<file path="config.mk">
export PLATFORM = sky130hd
export DESIGN_NAME = sarcv_top
export DESIGN_NICKNAME = d
export VERILOG_FILES = /design/src/sarcv_pkg.sv /design/src/sarcv_fifo.sv /design/src/sarcv_sync.sv /design/src/sarcv_top.sv
export VERILOG_INCLUDE_DIRS = /design/src
export SDC_FILE = /design/constraint.sdc
export NUM_CORES = 1
export LEC_CHECK = 0
export BUFFER_PORTS_ARGS = -buffer_cell sky130_fd_sc_hd__buf_2
export CAP_MARGIN = 25
export CORE_MARGIN = 2
export CORE_UTILIZATION = 60
export DETAILED_ROUTE_END_ITERATION = 8
export PLACE_DENSITY = 0.82
export SYNTH_ARGS = -nofsm -noshare
export SYNTH_HDL_FRONTEND = slang
export SYNTH_SLANG_ARGS = --single-unit
export TNS_END_PERCENT = 100
</file>
<file path="constraint.sdc">
create_clock -name CLK_SYS -period 8.1 [get_ports CLK_SYS]
set_clock_uncertainty 0.15 [all_clocks]
set_input_delay 0.405 -clock CLK_SYS [delete_from_list [all_inputs] [get_ports CLK_SYS]]
set_output_delay 0.405 -clock CLK_SYS [all_outputs]
set_load 0.02 [all_outputs]
</file>
<file path="src/sarcv_cfg.svh">
// Constants for the converter setup and readout block
`ifndef SARCV_CFG_SVH
`define SARCV_CFG_SVH
`define SARCV_SETUP_W 12
`define SARCV_SETUP_RST 12'hFFF
`define SARCV_BIT_CONVERSION_CLOCK 10
`define SARCV_BIT_TRIG 9
`define SARCV_BIT_CHAIN 5
`define SARCV_BIT_ANAP 4
`define SARCV_BIT_NAP 3
`define SARCV_BIT_DEEP 2
`define SARCV_BIT_TAG 1
`define SARCV_BIT_SWRST 0
`define SARCV_CMD_WAKE 4'hB
`define SARCV_CMD_RDSETUP 4'hC
`define SARCV_CMD_RDDATA 4'hD
`define SARCV_CMD_WRSETUP 4'hE
`define SARCV_CMD_DEFAULT 4'hF
`define SARCV_CMD_BITS 5'h04
`define SARCV_FRAME_BITS 5'h10
`define SARCV_TAG_POS 5'h10
`define SARCV_CHAIN_PLAIN 5'h10
`define SARCV_CHAIN_TAG 5'h18
`define SARCV_EOS_CCLKS 2'h3
`define SARCV_CONV_CCLKS 6'h0C
`define SARCV_CONVERSION_CLOCK_DIV 2'h2
`endif

</file>
<file path="src/sarcv_pkg.sv">
// Types shared by the converter setup and readout block
package sarcv_pkg;
  typedef logic [11:0] sarcv_result_t;
  typedef logic [11:0] sarcv_setup_t;
  typedef enum logic [1:0] {
    SARCV_IDLE = 2'b00,
    SARCV_SAMPLE = 2'b01,
    SARCV_CONVERT = 2'b10
  } sarcv_conv_e;
endpackage

</file>
<file path="src/sarcv_fifo.sv">
// Small synchronous FIFO carrying finished results to the readout
`timescale 1ns/1ps
module sarcv_fifo #(
  parameter int WIDTH = 13,
  parameter int DEPTH = 16
) (
  input wire logic clk,
  input wire logic rst_n,
  input wire logic in_valid,
  output logic in_ready,
  input wire logic [WIDTH-1:0] in_data,
  output logic out_valid,
  input wire logic out_ready,
  output logic [WIDTH-1:0] out_data
);
  localparam int AW = $clog2(DEPTH);
  logic [WIDTH-1:0] mem_q [DEPTH];
  logic [AW:0] wr_q;
  logic [AW:0] rd_q;
  logic [WIDTH-1:0] dout_q;
  logic have_q;
  logic empty;
  logic pop;

  // Full and empty from pointers with one wrap bit
  assign empty = (wr_q == rd_q);
  assign in_ready = !((wr_q[AW] != rd_q[AW]) &&
                      (wr_q[AW-1:0] == rd_q[AW-1:0]));
  assign out_valid = have_q;
  assign out_data = dout_q;
  assign pop = !empty && (!have_q || out_ready);

  // Storage write
  always_ff @(posedge clk)
  begin
    if (in_valid && in_ready)
      mem_q[wr_q[AW-1:0]] <= in_data;
  end

  // Pointers and registered read stage
  always_ff @(posedge clk or negedge rst_n)
  begin
    if (!rst_n)
    begin
      wr_q <= '0;
      rd_q <= '0;
      have_q <= 1'b0;
      dout_q <= '0;
    end
    else
    begin
      if (in_valid && in_ready)
        wr_q <= wr_q + 1'b1;
      if (pop)
      begin
        rd_q <= rd_q + 1'b1;
        dout_q <= mem_q[rd_q[AW-1:0]];
        have_q <= 1'b1;
      end
      else if (out_ready)
        have_q <= 1'b0;
    end
  end
endmodule // sarcv_fifo

</file>
<file path="src/sarcv_sync.sv">
// Two-flop synchroniser for pin levels
`timescale 1ns/1ps
module sarcv_sync #(
  parameter int WIDTH = 1
) (
  input wire logic clk,
  input wire logic rst_n,
  input wire logic [WIDTH-1:0] din,
  output logic [WIDTH-1:0] dout
);
  logic [WIDTH-1:0] meta_q;
  logic [WIDTH-1:0] sync_q;

  // First stage is read only by the second
  always_ff @(posedge clk or negedge rst_n)
  begin
    if (!rst_n)
    begin
      meta_q <= '0;
      sync_q <= '0;
    end
    else
    begin
      meta_q <= din;
      sync_q <= meta_q;
    end
  end
  assign dout = sync_q;
endmodule // sarcv_sync

</file>
<file path="src/sarcv_top.sv">
// Setup register and serial result readout of a 12-bit converter
//
// Operation
// - Setup bit 5 low makes status pin chain input; high makes it EOC.
// - Bit 4 low enables auto nap; ignored while trigger bit 9 is 0.
// - Bit 3 low puts device in nap power-down; high resumes.
// - Bit 2 low puts device in deep power-down; high resumes.
// - Wake-up command forces nap and deep power-down bits to 1.
// - Bit 1 enables channel marker at 17th clock; single variant reads 0.
// - Writing 0 to bit 0 resets like power-on; all bits return to 1.
// - Result loads at end of conversion, shown at next select fall.
// - Sampling ends at trigger fall, or third conversion clock in auto.
// - Select before conversion end gives previous, after gives current.
// - Result is 12-bit straight binary.
// - MSB first, then four zeros, marker if enabled, then zeros.
// - Serial output driven only while select low; released on rise.
// - Every driven frame shifts leading result bits, also command frames.
// - First frame after any reset shifts all ones.
// - Marker bit is 0 for channel 0, 1 for channel 1.
// - Chain mode passes chain input to output after 16 or 24 clocks.
`timescale 1ns/1ps
`include "sarcv_cfg.svh"
module sarcv_top #(
  parameter bit DUAL_CHANNEL = 1'b1,
  parameter int FIFO_DEPTH = 16
) (
  input wire logic CLK_SYS,
  input wire logic RSTN,
  input wire logic SCLK,
  input wire logic FRAME_SYNC_N,
  input wire logic SERIAL_COMMAND_IN,
  input wire logic SAMPLE_HOLD_TRIGGER_N,
  input wire logic CHAIN_DATA_INPUT,
  input wire logic CONV_CHANNEL,
  input wire sarcv_pkg::sarcv_result_t CONV_RESULT,
  output logic SERIAL_RESULT_OUT,
  output logic SERIAL_RESULT_OE,
  output logic EOC_N,
  output logic CONV_START,
  output logic NAP_ACTIVE,
  output logic DEEP_ACTIVE,
  output logic [11:0] SETUP_VALUE
);
  import sarcv_pkg::*;

  logic [4:0] pins_s;
  logic sclk_s, fs_s, sdi_s, trig_s, cdi_s;
  logic sclk_p, fs_p, trig_p;
  logic sclk_fall, fs_fall, trig_fall;
  sarcv_setup_t setup_q;
  logic sw_rst;
  logic [15:0] cmd_sr_q;
  logic [4:0] bitcnt_q;
  logic [23:0] out_sr_q;
  logic after_rst_q;
  sarcv_conv_e conv_q;
  logic [5:0] cnt_q;
  logic [1:0] cdiv_q;
  logic conversion_clock_tick;
  logic eoc_pulse;
  logic fifo_in_ready, fifo_valid;
  logic [12:0] fifo_data;
  logic [12:0] latest_q;
  logic chain_on, tag_on, auto_nap;
  logic [4:0] chain_len, chain_pos;

  // Pins pass two flops; idle-high pins go in inverted so reset reads idle
  sarcv_sync #(.WIDTH(5)) u_sync (
    .clk(CLK_SYS),
    .rst_n(RSTN),
    .din({~SCLK, ~FRAME_SYNC_N, SERIAL_COMMAND_IN, ~SAMPLE_HOLD_TRIGGER_N,
          CHAIN_DATA_INPUT}),
    .dout(pins_s)
  );
  assign {sclk_s, fs_s, sdi_s, trig_s, cdi_s} = pins_s ^ 5'h1A;

  // Edge detectors on synchronised levels
  always_ff @(posedge CLK_SYS or negedge RSTN)
  begin
    if (!RSTN)
    begin
      sclk_p <= 1'b1;
      fs_p <= 1'b1;
      trig_p <= 1'b1;
    end
    else
    begin
      sclk_p <= sclk_s;
      fs_p <= fs_s;
      trig_p <= trig_s;
    end
  end
  assign sclk_fall = !sclk_s && sclk_p && !fs_s;
  assign fs_fall = !fs_s && fs_p;
  assign trig_fall = !trig_s && trig_p;

  assign chain_on = !setup_q[`SARCV_BIT_CHAIN];
  assign tag_on = DUAL_CHANNEL && setup_q[`SARCV_BIT_TAG];
  // auto nap only under manual trigger
  assign auto_nap = setup_q[`SARCV_BIT_TRIG] && !setup_q[`SARCV_BIT_ANAP];
  assign chain_len = tag_on ? `SARCV_CHAIN_TAG : `SARCV_CHAIN_PLAIN;
  // Chain bits enter where they leave after chain_len clocks
  assign chain_pos = `SARCV_CHAIN_TAG - chain_len;
  // software reset bit acts as a reset
  assign sw_rst = !setup_q[`SARCV_BIT_SWRST];

  // Command shift and bit counter, sampled on serial clock falls
  always_ff @(posedge CLK_SYS or negedge RSTN)
  begin
    if (!RSTN)
    begin
      cmd_sr_q <= '0;
      bitcnt_q <= '0;
    end
    else if (fs_s)
      bitcnt_q <= '0;
    else if (sclk_fall)
    begin
      cmd_sr_q <= {cmd_sr_q[14:0], sdi_s};
      if (bitcnt_q != 5'h1F)
        bitcnt_q <= bitcnt_q + 5'h01;
    end
  end

  // Setup register; commands take effect on 4th or 16th fall
  always_ff @(posedge CLK_SYS or negedge RSTN)
  begin
    if (!RSTN)
      setup_q <= `SARCV_SETUP_RST;
    // reset returns all bits to one
    else if (sw_rst)
      setup_q <= `SARCV_SETUP_RST;
    else if (sclk_fall)
    begin
      if (bitcnt_q == `SARCV_CMD_BITS - 5'h01)
      begin
        if ({cmd_sr_q[2:0], sdi_s} == `SARCV_CMD_WAKE)
        begin
          setup_q[`SARCV_BIT_NAP] <= 1'b1;
          setup_q[`SARCV_BIT_DEEP] <= 1'b1;
        end
        else if ({cmd_sr_q[2:0], sdi_s} == `SARCV_CMD_DEFAULT)
          setup_q <= `SARCV_SETUP_RST;
      end
      else if (bitcnt_q == `SARCV_FRAME_BITS - 5'h01 &&
               cmd_sr_q[14:11] == `SARCV_CMD_WRSETUP)
        setup_q <= {cmd_sr_q[10:0], sdi_s};
    end
  end

  assign NAP_ACTIVE = !setup_q[`SARCV_BIT_NAP] || auto_nap;
  assign DEEP_ACTIVE = !setup_q[`SARCV_BIT_DEEP];
  // marker bit reads zero on single variant
  assign SETUP_VALUE = DUAL_CHANNEL ? setup_q :
                       (setup_q & ~(12'h001 << `SARCV_BIT_TAG));

  // Conversion clock from internal divider or serial clock over two
  always_ff @(posedge CLK_SYS or negedge RSTN)
  begin
    if (!RSTN)
      cdiv_q <= '0;
    else if (setup_q[`SARCV_BIT_CONVERSION_CLOCK])
      cdiv_q <= (cdiv_q == `SARCV_CONVERSION_CLOCK_DIV - 2'h1) ? 2'h0 : cdiv_q + 2'h1;
    else if (sclk_s && !sclk_p)
      cdiv_q <= cdiv_q ^ 2'h1;
  end
  assign conversion_clock_tick = setup_q[`SARCV_BIT_CONVERSION_CLOCK] ? (cdiv_q == 2'h0)
                     : (sclk_s && !sclk_p && cdiv_q[0]);

  // Conversion sequencer: end of sampling then fixed conversion count
  always_ff @(posedge CLK_SYS or negedge RSTN)
  begin
    if (!RSTN)
    begin
      conv_q <= SARCV_IDLE;
      cnt_q <= '0;
    end
    else if (sw_rst || DEEP_ACTIVE)
    begin
      conv_q <= SARCV_IDLE;
      cnt_q <= '0;
    end
    else
      unique case (conv_q)
        SARCV_IDLE:
        begin
          // manual end of sampling on trigger fall
          if (setup_q[`SARCV_BIT_TRIG] && trig_fall)
          begin
            conv_q <= SARCV_CONVERT;
            cnt_q <= '0;
          end
          else if (!setup_q[`SARCV_BIT_TRIG])
          begin
            conv_q <= SARCV_SAMPLE;
            cnt_q <= '0;
          end
        end
        SARCV_SAMPLE:
          // auto end of sampling after third conversion clock
          if (conversion_clock_tick)
          begin
            if (cnt_q[1:0] == `SARCV_EOS_CCLKS - 2'h1)
            begin
              conv_q <= SARCV_CONVERT;
              cnt_q <= '0;
            end
            else
              cnt_q <= cnt_q + 6'h01;
          end
        SARCV_CONVERT:
          if (conversion_clock_tick)
          begin
            if (cnt_q == `SARCV_CONV_CCLKS - 6'h01)
            begin
              conv_q <= SARCV_IDLE;
              cnt_q <= '0;
            end
            else
              cnt_q <= cnt_q + 6'h01;
          end
        default:
          conv_q <= SARCV_IDLE;
      endcase
  end
  assign eoc_pulse = (conv_q == SARCV_CONVERT) && conversion_clock_tick &&
                     (cnt_q == `SARCV_CONV_CCLKS - 6'h01);
  assign CONV_START = (conv_q != SARCV_CONVERT);
  // status pin acts as end-of-conversion only outside chain mode
  assign EOC_N = chain_on ? 1'b1 : (conv_q == SARCV_CONVERT);

  // result with channel enters the queue at conversion end
  sarcv_fifo #(.WIDTH(13), .DEPTH(FIFO_DEPTH)) u_fifo (
    .clk(CLK_SYS),
    .rst_n(RSTN),
    .in_valid(eoc_pulse),
    .in_ready(fifo_in_ready),
    .in_data({CONV_CHANNEL, CONV_RESULT}),
    .out_valid(fifo_valid),
    .out_ready(1'b1),
    .out_data(fifo_data)
  );

  // Newest result kept; a select fall takes whatever has arrived so far
  always_ff @(posedge CLK_SYS or negedge RSTN)
  begin
    if (!RSTN)
      latest_q <= '0;
    else if (fifo_valid)
      latest_q <= fifo_data;
  end

  // all ones on first frame after any reset
  always_ff @(posedge CLK_SYS or negedge RSTN)
  begin
    if (!RSTN)
      after_rst_q <= 1'b1;
    else if (sw_rst)
      after_rst_q <= 1'b1;
    else if (fs_fall)
      after_rst_q <= 1'b0; // A reset inside a frame still marks the next
  end

  // Output shifter; loaded on select fall, shifted on serial clock falls
  always_ff @(posedge CLK_SYS or negedge RSTN)
  begin
    if (!RSTN)
      out_sr_q <= '1;
    else if (fs_fall)
    begin
      if (after_rst_q)
        out_sr_q <= '1;
      else
        out_sr_q <= {latest_q[11:0], 4'h0, tag_on & latest_q[12], 7'h00};
    end
    // each clock moves next bit, chain input fills behind
    else if (sclk_fall)
    begin
      out_sr_q <= {out_sr_q[22:0], out_sr_q[0]}; // Ones or zeros persist
      if (chain_on)
        out_sr_q[chain_pos] <= cdi_s;
    end
  end

  // drive only while select is low
  always_ff @(posedge CLK_SYS or negedge RSTN)
  begin
    if (!RSTN)
    begin
      SERIAL_RESULT_OUT <= 1'b0;
      SERIAL_RESULT_OE <= 1'b0;
    end
    else
    begin
      SERIAL_RESULT_OE <= !fs_s;
      SERIAL_RESULT_OUT <= !fs_s && out_sr_q[23];
    end
  end
endmodule // sarcv_top

</file>
# Word level (Yosys, flattened, before mapping)

Memories as Yosys holds them, arrays and structs flattened. A register that Yosys moved wholly into a read port is not among the register bits.
Cells that the tools add are included.

$add $sub $neg: 6
Bitwise operators: 7
Equality and inequality tests: 27
Reductions and logical operators: 42
Mux-type cells: 45
$lt $le $gt $ge: 2

Operators with widths:

| operator                                                   | count |
|---|---|
| two-way mux 24 bit                                         | 4 |
| two-way mux 12 bit                                         | 5 |
| two-way mux 6 bit                                          | 7 |
| bitwise mux 24 bit                                         | 1 |
| two-way mux 2 bit                                          | 11 |
| one-hot mux 6 bit (3 select lines)                         | 1 |
| adder 5 x 1 -> 5 bit, second input constant                | 3 |
| logical AND 1 bit                                          | 15 |
| two-way mux 5 bit                                          | 3 |
| inequality test 3 bit, second input constant               | 5 |
| == test 4 bit, second input constant                       | 3 |
| logical NOT 1 bit                                          | 11 |
| two-way mux 1 bit                                          | 9 |
| two-way mux 8 bit                                          | 1 |
| inequality test 2 bit, second input constant               | 4 |
| AND reduction 4 bit                                        | 2 |
| nonzero test 2 bit                                         | 4 |
| adder 6 x 1 -> 6 bit, second input constant                | 1 |
| == test 6 x 4 -> 1 bit, second input constant              | 1 |
| less-than comparator 5 x 6 -> 1 bit, second input constant | 1 |
| one-hot mux 2 bit (3 select lines)                         | 1 |
| AND reduction 2 bit                                        | 3 |
| demux 1 bit (select 5 bit)                                 | 1 |
| == test 5 x 2 -> 1 bit, second input constant              | 1 |
| 23 further kinds                                           | 31 |

Input port bits: 20
Register bits: 106
Memory bits (writable): 208
Output and inout port bits: 18
Memories: 1

Memories:

| name         | depth | width | rd ports | clocked after memory_dff | write ports | RTL line         | RTL |
|---|---|---|---|---|---|---|---|
| u_fifo.mem_q | 16    | 13    | 1        | 1                        | 1           | sarcv_fifo.sv:17 | `logic [WIDTH-1:0] mem_q [DEPTH];` |

# Longest topological paths before layout

Gate-level depths: netlist of the first run.

Depth after elaboration: 10
Mapped depth: 9
Gate-level depth less buffers: 8

# By module

Synthesis of the first run repeated with hierarchy kept, for this count alone.

Cells, all modules: 846
Area total of the unflattened synthesis: 13714.4 um^2

Modules (own cells, without submodules):

| module     | area each (um^2) | sequential area each (um^2) | cells an instance | times used |
|---|---|---|---|---|
| sarcv_fifo | 9285.2           | 6846.6                      | 464               | 1 |
| sarcv_top  | 4179.0           | 2177.1                      | 372               | 1 |
| sarcv_sync | 250.2            | 250.2                       | 10                | 1 |

# Least setup slack after synthesis of the first run

No wires, ideal clock.

Path type: reg-to-reg
Start: register setup_q[10], in the netlist SETUP_VALUE[10]
End: memory u_fifo.mem_q[3][0], enable pin
Cell stages (with the launch flop): 6
Setup slack: 4.929 ns
Period minus slack after synthesis: 3.171 ns
Arrival: 2.621 ns
Data required time: 7.550 ns
Path through: dfstp_2 > nor3b_2 > nor2_1 > a2111oi_4 > nand2_1 > nor3_1

Cells in the longest elaborated chain, start to end: 6

RTL lines:

| what                                    | RTL line         | RTL |
|---|---|---|
| start, declared                         | sarcv_top.sv:50  | `sarcv_setup_t setup_q;` |
| start signal, assigned                  | sarcv_top.sv:129 | `` setup_q <= `SARCV_SETUP_RST; `` |
| start signal, assigned                  | sarcv_top.sv:132 | `` setup_q <= `SARCV_SETUP_RST; `` |
| start signal, assigned                  | sarcv_top.sv:143 | `` setup_q <= `SARCV_SETUP_RST; `` |
| two-way mux 1 bit                       | sarcv_top.sv:167 | `` assign conversion_clock_tick = setup_q[`SARCV_BIT_CONVERSION_CLOCK] ? (cdiv_q == 2'h0) `` |
| logical AND 1 bit (2 in series)         | sarcv_top.sv:226 | `assign eoc_pulse = (conv_q == SARCV_CONVERT) && conversion_clock_tick &&` |
| logical AND 1 bit                       | sarcv_fifo.sv:36 | `if (in_valid && in_ready)` |
| two-way mux 1 bit                       | sarcv_fifo.sv:36 |  |
| two-way mux 1 bit (implied by the code) | sarcv_fifo.sv:37 | `mem_q[wr_q[AW-1:0]] <= in_data;` |
| end, declared                           | sarcv_fifo.sv:17 |  |

Every way passes these cells.

# Worst setup path after layout of the first run

Start: register cnt_q[0]
End: memory u_fifo.mem_q[2][8], enable pin

Cells in the longest elaborated chain, start to end: 5

RTL lines:

| what                                    | RTL line         | RTL |
|---|---|---|
| start, declared                         | sarcv_top.sv:57  | `logic [5:0] cnt_q;` |
| start signal, assigned                  | sarcv_top.sv:209 | `cnt_q <= cnt_q + 6'h01;` |
| start signal, assigned                  | sarcv_top.sv:220 | `cnt_q <= cnt_q + 6'h01;` |
| == test 6 x 4 -> 1 bit                  | sarcv_top.sv:227 | `` (cnt_q == `SARCV_CONV_CCLKS - 6'h01); `` |
| logical AND 1 bit                       | sarcv_top.sv:226 |  |
| logical AND 1 bit                       | sarcv_fifo.sv:36 |  |
| two-way mux 1 bit                       | sarcv_fifo.sv:36 |  |
| two-way mux 1 bit (implied by the code) | sarcv_fifo.sv:37 |  |

Every way passes these cells.

==> results of run 1 <==
layout by cell type (no fill, tap or decap), types with 6 or more instances in the layout:
master | Yosys | final
edfxtp_1 | 208 | 208
dfrtp_1 | 79 | 77
mux4_2 | 65 | 65
nand2_1 | 63 | 63
nor2_1 | 49 | 49
inv_1 | 46 | 46
dfstp_2 | 40 | 40
a21oi_1 | 37 | 37
buf_2 | 6 | 36
clkbuf_16 | 0 | 34
mux2_2 | 29 | 29
o21ai_0 | 24 | 24
o221ai_1 | 22 | 22
buf_4 | 7 | 17
ha_1 | 15 | 15
mux2i_1 | 14 | 14
clkinv_1 | 1 | 13
xnor2_1 | 10 | 10
xor2_1 | 7 | 7
nand3_1 | 8 | 7
nand4_1 | 6 | 6
dlygate4sd3_1 | 0 | 6
cells by family after synthesis:
group                      after synthesis  share of synthesized area
DFF                                    327                      0.697
and+or+nand+nor                        154                     0.0531
muxes                                  109                      0.146
AOI/OAI and AO/OA                      100                     0.0495
buffers and inverters                   88                     0.0286
xor gates and xnor gates                17                     0.0112
adders and majority gates               15                     0.0141
state kept, by name (all words and copies together) (netlist names):
register           count
SETUP_VALUE           12
cmd_sr_q              15
conv_q                 2
u_sync.dout            5
u_fifo.wr_q            5
u_sync.meta_q          5
SERIAL_RESULT_OE       1
bitcnt_q               5
u_fifo.out_valid       1
fs_p                   1
cnt_q                  6
after_rst_q            1
latest_q              13
u_fifo.rd_q            5
trig_p                 1
SERIAL_RESULT_OUT      1
sclk_p                 1
cdiv_q                 2
out_sr_q              24
u_fifo.out_data       13
u_fifo.mem_q         208
layer usage:
| layer | wire length [um] | vias up |
|---|---|---|
| met1 | 10900 | 3670 |
| met3 | 1610 | 50 |
| met4 | 733 | 0 |
| met2 | 13300 | 256 |
| li1 | - | 3178 |
| met5 | 0 | - |
critical path: stages (launching register included):
cell and delay, ns:
dfrtp_1 0.41, ha_1 0.23, nor4b_1 0.45, nand2_1 0.23
a2111oi_4 0.63, nand2_1 0.33, nor3_2 0.77
power breakdown:
part / leakage, nW / internal (mW) / switching, mW / total (mW)
clock: 0.504 / 0.841 / 0.613 / 1.45
combinational: 1.82 / 0.528 / 0.490 / 1.02
sequential: 3.27 / 1.96 / 0.167 / 2.13
stage by stage:
step,power (mW),hold WS [ns]
after CTS,4.64,0.151
after detailed placement,3.17,0.186
after global placement,3.14,0.183
after floorplan,2.91,-0.0406
final,4.60,0.156
after global routing,4.80,0.151
area by class of cell:
type,count,area share
clock buffer,38,0.0586
clock inverter,21,0.0105
inverter,48,0.0120
multi-input combinational,395,0.246
sequential,327,0.620
tap,280,0.0234
timing repair buffer,64,0.0294
how the worst min path moves through the flow:
| stage | from | end | slack [ns] |
|---|---|---|---|
| global route | CONV_RESULT[8] | u_fifo.mem_q[1][8] | 0.15 |
| finish | CONV_RESULT[7] | u_fifo.mem_q[2][7] | 0.16 |
| floorplan | RSTN | SERIAL_RESULT_OE | -0.04 |
| detailed placement | u_sync.meta_q[1] | u_sync.dout[1] | 0.19 |
| CTS | CONV_RESULT[8] | u_fifo.mem_q[1][8] | 0.15 |
| global placement | u_sync.meta_q[3] | u_sync.dout[3] | 0.18 |
==> out/results.txt, run 1 <==
Port Buffers -> 37
Seq/Total Area, Yosys -> 0.697
Worst Path Arrival -> 3.57 ns
Ports -> 38
Post-CTS Hold Buffers -> 6
RSZ-0062 raised after global routing -> false
Layout cells sized above 1 -> 0.281
Max VDD drop -> 0.000197 V
Routed vias -> 7154
Grt ovf -> 0
Clock Tree Buf Depth -> 3
GR peak layer -> met2
Die Height -> 153 um
GR Util met3 -> 0.0349
DP Area -> 0.0137 sq mm
Post-CTS Setup Repair Bufs -> 0
Crit path launch -> cnt_q[0]
Reg2Reg Depth -> 6
CP endpoint -> u_fifo.mem_q[2][8]
Area leader, netlist -> edfxtp_1
Inst Count DP -> 1094
Worst min path class -> in -> reg
Max FO, Critical Path -> 13
Top cells by area, synth -> edfxtp_1 47%, dfrtp_1 15%, mux4_2 11%, dfstp_2 7.9%, mux2_2 2.5%
Finished Layout Cells -> 1173
Nets -> 905
Worst Hold Depth -> 1
Met2 Track Usage GR -> 0.383
Minimum clock period -> 3.59 ns
Clock transition at the registers of the reported paths -> 0.07 ns
R2r startpoint -> cnt_q[0]
Design area -> 0.0150 sq mm
Leak pwr -> 5.60 nW
Fill cell count -> 1406
Synth Flop Type -> edfxtp_1
Hpwl dp -> 16600 um
Syn Area/Cell -> 16.4 sq um
Slew Limit Fails -> 0
Setup TNS -> 0 ns
Area of the mapped netlist -> 0.0133 sq mm
Htree depth -> 2
Worst Path Required -> 8.08 ns
Clock Latency Late Sink -> 0.51 ns
Routed WL per cell -> 22.7 um
First-pass GRT wire length -> 41700 um
R2r endpoint -> u_fifo.mem_q[2][8]
Distinct cells, synth -> 53
FMAX -> 279 MHz
Slew headroom -> 0.379
Number of global-route vias before repair -> 7130
GP Congestion -> 0.871
N_diodes -> 0
Initial DRC count -> 677
Status -> finished, final reports clean
Pre-antenna DRT Iters -> 5
Crit. End Element -> flip-flop
Initial antenna violation count -> 0
Final worst path period share -> 0.443
Max-cap viol count -> 0
Resize count post-CTS -> 0
Hold violation total from the final report -> 0
Multi-input gate area -> 0.00367 sq mm
YS warnings -> 0
Num rows -> 54
Commonest cells post-synth -> 208 x edfxtp_1, 79 x dfrtp_1, 65 x mux4_2, 63 x nand2_1, 49 x nor2_1
CP startpoint kind -> flip-flop
Post-Syn Instances -> 810
Worst slew pin tran -> 0.926 ns
Count leader, synth -> edfxtp_1
Core area -> 0.0218 sq mm
Asr flop ratio synth -> 0.364
Final WS setup -> 4.51 ns
Clock sinks -> 327
Routed WL -> 26600 um
Flop2flop setup slack -> 4.51 ns
Pre-CTS setup slack -> 4.37 ns
Synth top area share -> 0.470
Vias/cell -> 6.10
Setup CP Type -> reg -> reg
Final setup viols -> 0
Largest net degree at the start of global routing -> 83
GRT Resource Usage Total -> 0.235
TritonCTS Buffers -> 34
DIE WIDTH -> 153 um
Power Dens Cells -> 308 mW/mm^2
Root buf cell -> clkbuf_16
Syn_nets -> 845
TritonCTS clock tree -> yes
Register Area -> 0.00928 sq mm
EDFF count, synth -> 208
Initial Util -> 0.610
DRC errors left -> 0
Area Overhead vs Synth -> 12.4%
Met1 global-route usage -> 0.333
ANT nets after route -> 0
Synth Register Bits -> 327
Die area -> 0.0234 sq mm
Final Util -> 0.685
Power figures use the tool's default switching activity.
==> run 2: changes to the inputs <==
==> constraint.sdc (replaced) <==
create_clock -name CLK_SYS -period 3.4 [get_ports CLK_SYS]
set_clock_uncertainty 0.15 [all_clocks]
set_input_delay 0.17 -clock CLK_SYS [delete_from_list [all_inputs] [get_ports CLK_SYS]]
set_output_delay 0.17 -clock CLK_SYS [all_outputs]
set_load 0.02 [all_outputs]
==> run 2 against run 1 <==
Compared with the run above: critical path depth unchanged; setup slack worse by 4.3 ns; combinational power rose to 2.6 times the previous value; worst hold slack worse by 0.029 ns; maximum frequency up 14%; clock power rose to 2.6 times the previous value; global-route usage up 0.97 points; first-iteration DRC count down 6.5%; power up 150%; die area unchanged.
==> out/results.txt, run 2 (same netlist as run 1, synthesis figures left out) <==
Vias/cell -> 6.05 (-0.85%)
Commonest non-fill, non-tap cell in the layout -> edfxtp_1
DRC errors left -> 0 (unchanged)
Leak pwr -> 5.74 nW (+2.5%)
Max-cap viol count -> 0 (unchanged)
Max reg flops -> 208 (unchanged)
Routed WL -> 27400 um (+3.1%)
Grt ovf -> 0 (unchanged)
N_diodes -> 0 (unchanged)
Max VDD drop -> 0.000537 V (+170%)
Largest net degree at the start of global routing -> 64 (-23%)
Nets -> 925 (+2.2%)
TritonCTS Buffers -> 34 (unchanged)
DIE WIDTH -> 153 um (unchanged)
Worst Path Arrival -> 3.14 ns (-0.43 ns)
Pre-CTS setup slack -> 0.326 ns (-4.05 ns)
Register Area -> 0.00928 sq mm (unchanged)
Die Height -> 153 um (unchanged)
Slew headroom -> 0.476 (+0.0964)
Resize count post-CTS -> 0 (unchanged)
Most frequent cells in the layout -> 208 x edfxtp_1, 77 x dfrtp_1, 65 x mux4_2
Clock Tree Buf Depth -> 3 (unchanged)
Crit. End Element -> flip-flop
Number of global-route vias before repair -> 7618 (+6.8%)
CP startpoint kind -> flip-flop
Initial DRC count -> 633 (-6.5%)
Final WS setup -> 0.254 ns (-4.26 ns)
Power Dens Cells -> 747 mW/mm^2 (+140%)
GP Congestion -> 0.827 (-5.0%)
Final setup viols -> 0 (unchanged)
Critical path, cell by cell -> ha_1, nor4b_1, nand2_1, a2111oi_4, nand4_1, inv_1
Worst min path class -> in -> async
Slowest-stage cell, CP -> a2111oi_4
GRT Resource Usage Total -> 0.244 (+0.00966)
RSZ-0062 raised after global routing -> false
Clock sinks -> 327 (unchanged)
Routed vias -> 7220 (+0.92%)
Clock transition at the registers of the reported paths -> 0.06 ns (about the same)
First-pass GRT wire length -> 43200 um (+3.8%)
Status -> finished, final reports clean
Slew Limit Fails -> 0 (unchanged)
Max FO, Critical Path -> 13 (unchanged)
Core area -> 0.0218 sq mm (unchanged)
Num rows -> 54 (unchanged)
Initial Util -> 0.610 (unchanged)
Fill cell count -> 1361 (-3.2%)
ANT nets after route -> 0 (unchanged)
Hold violation total from the final report -> 0 (unchanged)
Setup TNS -> 0 ns (unchanged)
Layout cells sized above 1 -> 0.290 (+0.00886)
Final worst path period share -> 0.925 (+0.483)
Initial antenna violation count -> 0 (unchanged)
Root buf cell -> clkbuf_16
Port Buffers -> 37 (unchanged)
Setup CP Type -> reg -> reg
Multi-input gate area -> 0.00367 sq mm (unchanged)
Pre-antenna DRT Iters -> 5 (unchanged)
Worst Path Required -> 3.39 ns (-4.69 ns)
Minimum clock period -> 3.15 ns (-0.440 ns)
Ports -> 38 (unchanged)
TritonCTS clock tree -> yes
Max stage delay on crit path -> 0.70 ns (-0.07 ns)
Die area -> 0.0234 sq mm (unchanged)
Htree depth -> 2 (unchanged)
Area Overhead vs Synth -> 14.3%
Hpwl dp -> 17100 um (+3.5%)
Routed WL per cell -> 23.0 um (+1.3%)
Delay-heaviest family, CP -> simple AND/OR/NAND/NOR gates
Clock Latency Late Sink -> 0.51 ns (about the same)
CP Buf/Inv Count -> 1 (+1)
Worst slew pin tran -> 0.787 ns (-0.139 ns)
FMAX -> 318 MHz (+14%)
run 2: report_power, final:
part           total (mW)  switching [mW]  leakage [nW]  internal [mW]
Sequential           4.93           0.241          3.27           4.68
Clock                3.74            1.46         0.561           2.29
Combinational        2.69            1.40          1.91           1.30
run 2: path summary, 6_finish.rpt:
kind | from | to | slack [ns] | cells past startpoint
setup / recovery | cnt_q[1] | u_fifo.mem_q[15][4] | 0.25 | 6
hold / removal | RSTN | cmd_sr_q[8] | 0.13 | 2
setup reg to reg | cnt_q[1] | u_fifo.mem_q[15][4] | 0.25 | 6
hold reg to reg | u_sync.meta_q[1] | u_sync.dout[1] | 0.20 | 0
max in group asynchronous | RSTN | out_sr_q[13] | 1.99 | 3
min in group CLK_SYS | CHAIN_DATA_INPUT | u_sync.meta_q[0] | 0.17 | 2
run 2: through the flow:
step           total power [mW]   util  cell area (sq um)  hold slack [ns]  std cells
3_5_place_dp               7.66  0.637              13900            0.133       1115
5_1_grt                    11.9  0.697              15200            0.174       1194
3_3_place_gp               7.54  0.637              13900            0.131       1115
6_report                   11.4  0.697              15200            0.127       1194
4_1_cts                    11.4  0.697              15200            0.154       1194
2_1_floorplan              6.94      -              13300           -0.276        810
run 2: final cells by class:
cell class | instances | area share
flip-flops and latches | 327 | 0.610
multi-input cells | 395 | 0.241
clock buffers | 42 | 0.0600
repair buffers | 84 | 0.0395
well taps | 280 | 0.0230
clock inverters | 18 | 0.0141
inverters | 48 | 0.0118
run 2: per-layer routing:
layer | wire length (um) | track usage | up-vias
li1 | - | - | 3222
met1 | 10600 | 0.307 | 3675
met2 | 13900 | 0.412 | 251
met3 | 1650 | 0.0522 | 72
met4 | 1260 | 0.113 | 0
met5 | 0 | 0 | -
run 2: timing repair:
| action | CTS | global route |
|---|---|---|
| hold buffers | 19 | 0 |
| endpoints found under the hold margin | 261 | 0 |
| buffers inserted | 0 | 0 |
==> run 3: changes to the inputs <==
--- a/config.mk
+++ b/config.mk
@@ -9,9 +9,9 @@
 export BUFFER_PORTS_ARGS = -buffer_cell sky130_fd_sc_hd__buf_2
 export CAP_MARGIN = 25
 export CORE_MARGIN = 2
-export CORE_UTILIZATION = 60
+export CORE_UTILIZATION = 46
 export DETAILED_ROUTE_END_ITERATION = 8
-export PLACE_DENSITY = 0.82
+export REMOVE_ABC_BUFFERS = 1
 export SYNTH_ARGS = -nofsm -noshare
 export SYNTH_HDL_FRONTEND = slang
 export SYNTH_SLANG_ARGS = --single-unit
==> run 3 against run 2 <==
Compared with the run above: register-to-register slack improved by 0.11 ns; sequential power is essentially flat; count of clock-buffer cells in the layout is 2 higher; maximum frequency increased by 3.6%; flip-flop and latch count unchanged; cell count is 9.5% higher; power is 2.5% higher; sequential share of layout area is 1.2 points lower; clock power grew 9.1%; setup slack improved by 0.11 ns; die area up 30%; worst hold slack improved by 0.024 ns; largest power group unchanged; highest routed layer unchanged.
==> out/results.txt, run 3 (same netlist as run 1, synthesis figures left out) <==
Num rows -> 62 (+15%)
Die area -> 0.0303 sq mm (+30%)
ANT nets after route -> 0 (unchanged)
Clock transition at the registers of the reported paths -> 0.07 ns (about the same)
Slew headroom -> 0.443 (-0.0329)
Setup CP Type -> reg -> reg
Worst Path Required -> 3.40 ns (about the same)
Initial antenna violation count -> 0 (unchanged)
Hold violation total from the final report -> 0 (unchanged)
Htree depth -> 2 (unchanged)
DRC errors left -> 0 (unchanged)
Max VDD drop -> 0.000434 V (-19%)
Worst Path Arrival -> 3.04 ns (-0.10 ns)
Power Dens Cells -> 751 mW/mm^2 (+0.48%)
Nets -> 930 (+0.54%)
Root buf cell -> clkbuf_16
Leak pwr -> 5.81 nW (+1.2%)
Slew Limit Fails -> 0 (unchanged)
Max reg flops -> 208 (unchanged)
Setup TNS -> 0 ns (unchanged)
Clock Tree Buf Depth -> 3 (unchanged)
First-pass GRT wire length -> 42300 um (-2.0%)
Largest net degree at the start of global routing -> 67 (+4.7%)
Routed vias -> 7099 (-1.7%)
R2r endpoint -> u_fifo.mem_q[15][1]
Crit. End Element -> flip-flop
Reg2Reg Depth -> 6 (unchanged)
Die Height -> 174 um (+14%)
Routed WL per cell -> 20.2 um (-12%)
Max-cap viol count -> 0 (unchanged)
Fill cell count -> 2291 (+68%)
Ports -> 38 (unchanged)
TritonCTS Buffers -> 36 (+5.9%)
Initial Util -> 0.465 (-0.145)
CP startpoint kind -> flip-flop
Port Buffers -> 37 (unchanged)
Hold WS -> 0.151 ns (+0.0238 ns)
Final setup viols -> 0 (unchanged)
Area Overhead vs Synth -> 16.6%
Worst min path class -> in -> async
Post-CTS Setup Repair Bufs -> 0 (unchanged)
Status -> finished, final reports clean
Initial DRC count -> 533 (-16%)
Final worst path period share -> 0.893 (-0.0320)
Post-CTS Hold Buffers -> 19 (unchanged)
Most frequent cells in the layout -> 208 x edfxtp_1, 77 x dfrtp_1, 65 x mux4_2
Number of global-route vias before repair -> 7455 (-2.1%)
Routed WL -> 26400 um (-3.9%)
Vias/cell -> 5.43 (-10%)
R2r startpoint -> cnt_q[1]
Max FO, Critical Path -> 13 (unchanged)
Hpwl dp -> 17200 um (+0.45%)
Minimum clock period -> 3.04 ns (-0.109 ns)
Clock sinks -> 327 (unchanged)
Core area -> 0.0286 sq mm (+31%)
GP Congestion -> 0.804 (-2.7%)
Grt ovf -> 0 (unchanged)
N_diodes -> 0 (unchanged)
Resize count post-CTS -> 0 (unchanged)
Pre-antenna DRT Iters -> 5 (unchanged)
Flop2flop setup slack -> 0.36 ns (+0.11 ns)
TritonCTS clock tree -> yes
DIE WIDTH -> 174 um (+14%)
Commonest non-fill, non-tap cell in the layout -> edfxtp_1
FMAX -> 329 MHz (+3.6%)
RSZ-0062 raised after global routing -> false
Clock Latency Late Sink -> 0.53 ns (+0.02 ns)
GRT Resource Usage Total -> 0.182 (-0.0626)
Layout cells sized above 1 -> 0.294 (+0.00367)
Worst slew pin tran -> 0.836 ns (+0.0493 ns)
==> run 3: per-layer routing <==
| layer | wire [um] | vias to the layer above | global-route usage |
|---|---|---|---|
| li1 | - | 3234 | - |
| met1 | 11200 | 3649 | 0.245 |
| met2 | 13100 | 180 | 0.303 |
| met3 | 1460 | 36 | 0.0339 |
| met4 | 547 | 0 | 0.0553 |
| met5 | 0 | - | 0 |
==> run 3: layout make-up <==
type / instances / area, sq um / area share
flip-flops and latches: 327 / 9280 / 0.598
multi-input cells: 395 / 3670 / 0.237
clock inverters: 22 / 272 / 0.0175
clock buffers: 44 / 995 / 0.0641
repair buffers: 87 / 636 / 0.0410
inverters: 48 / 180 / 0.0116
well taps: 384 / 480 / 0.0310
==> run 3: critical path, cell delays in order, from the launching register on <==
cell	delay, ns
dfrtp_1	0.40
ha_1	0.23
nor4b_1	0.37
nand2_1	0.19
a2111oi_4	0.61
nand4_1	0.24
inv_1	0.49
==> run 3: worst max path at each step <==
stage	to	slack [ns]	cells past startpoint	startpoint
floorplan	u_fifo.mem_q[3][0]	-1.35	5	u_fifo.rd_q[0]
global placement	u_fifo.mem_q[15][1]	0.44	6	cnt_q[0]
detailed placement	u_fifo.mem_q[15][1]	0.39	6	cnt_q[0]
CTS	u_fifo.mem_q[15][4]	0.35	6	cnt_q[0]
global route	u_fifo.mem_q[15][1]	0.18	6	cnt_q[0]
finish	u_fifo.mem_q[15][1]	0.36	6	cnt_q[1]
==> run 3: through the flow <==
stage / instances / util / setup slack (ns) / cell area [sq um] / total power [mW]
floorplan: 770 / - / -1.35 / 13100 / 6.88
global placement: 1222 / 0.491 / 0.441 / 14100 / 7.57
detailed placement: 1222 / 0.491 / 0.390 / 14100 / 7.65
CTS: 1307 / 0.542 / 0.352 / 15500 / 11.8
global route: 1307 / 0.542 / 0.179 / 15500 / 12.2
finish: 1307 / 0.542 / 0.362 / 15500 / 11.6
==> run 3: where the power goes <==
group          internal (mW)  leakage (nW)  total [mW]  switching (mW)
Clock                   2.55         0.610        4.08            1.54
Combinational           1.30          1.93        2.63            1.33
Sequential              4.68          3.27        4.93           0.249
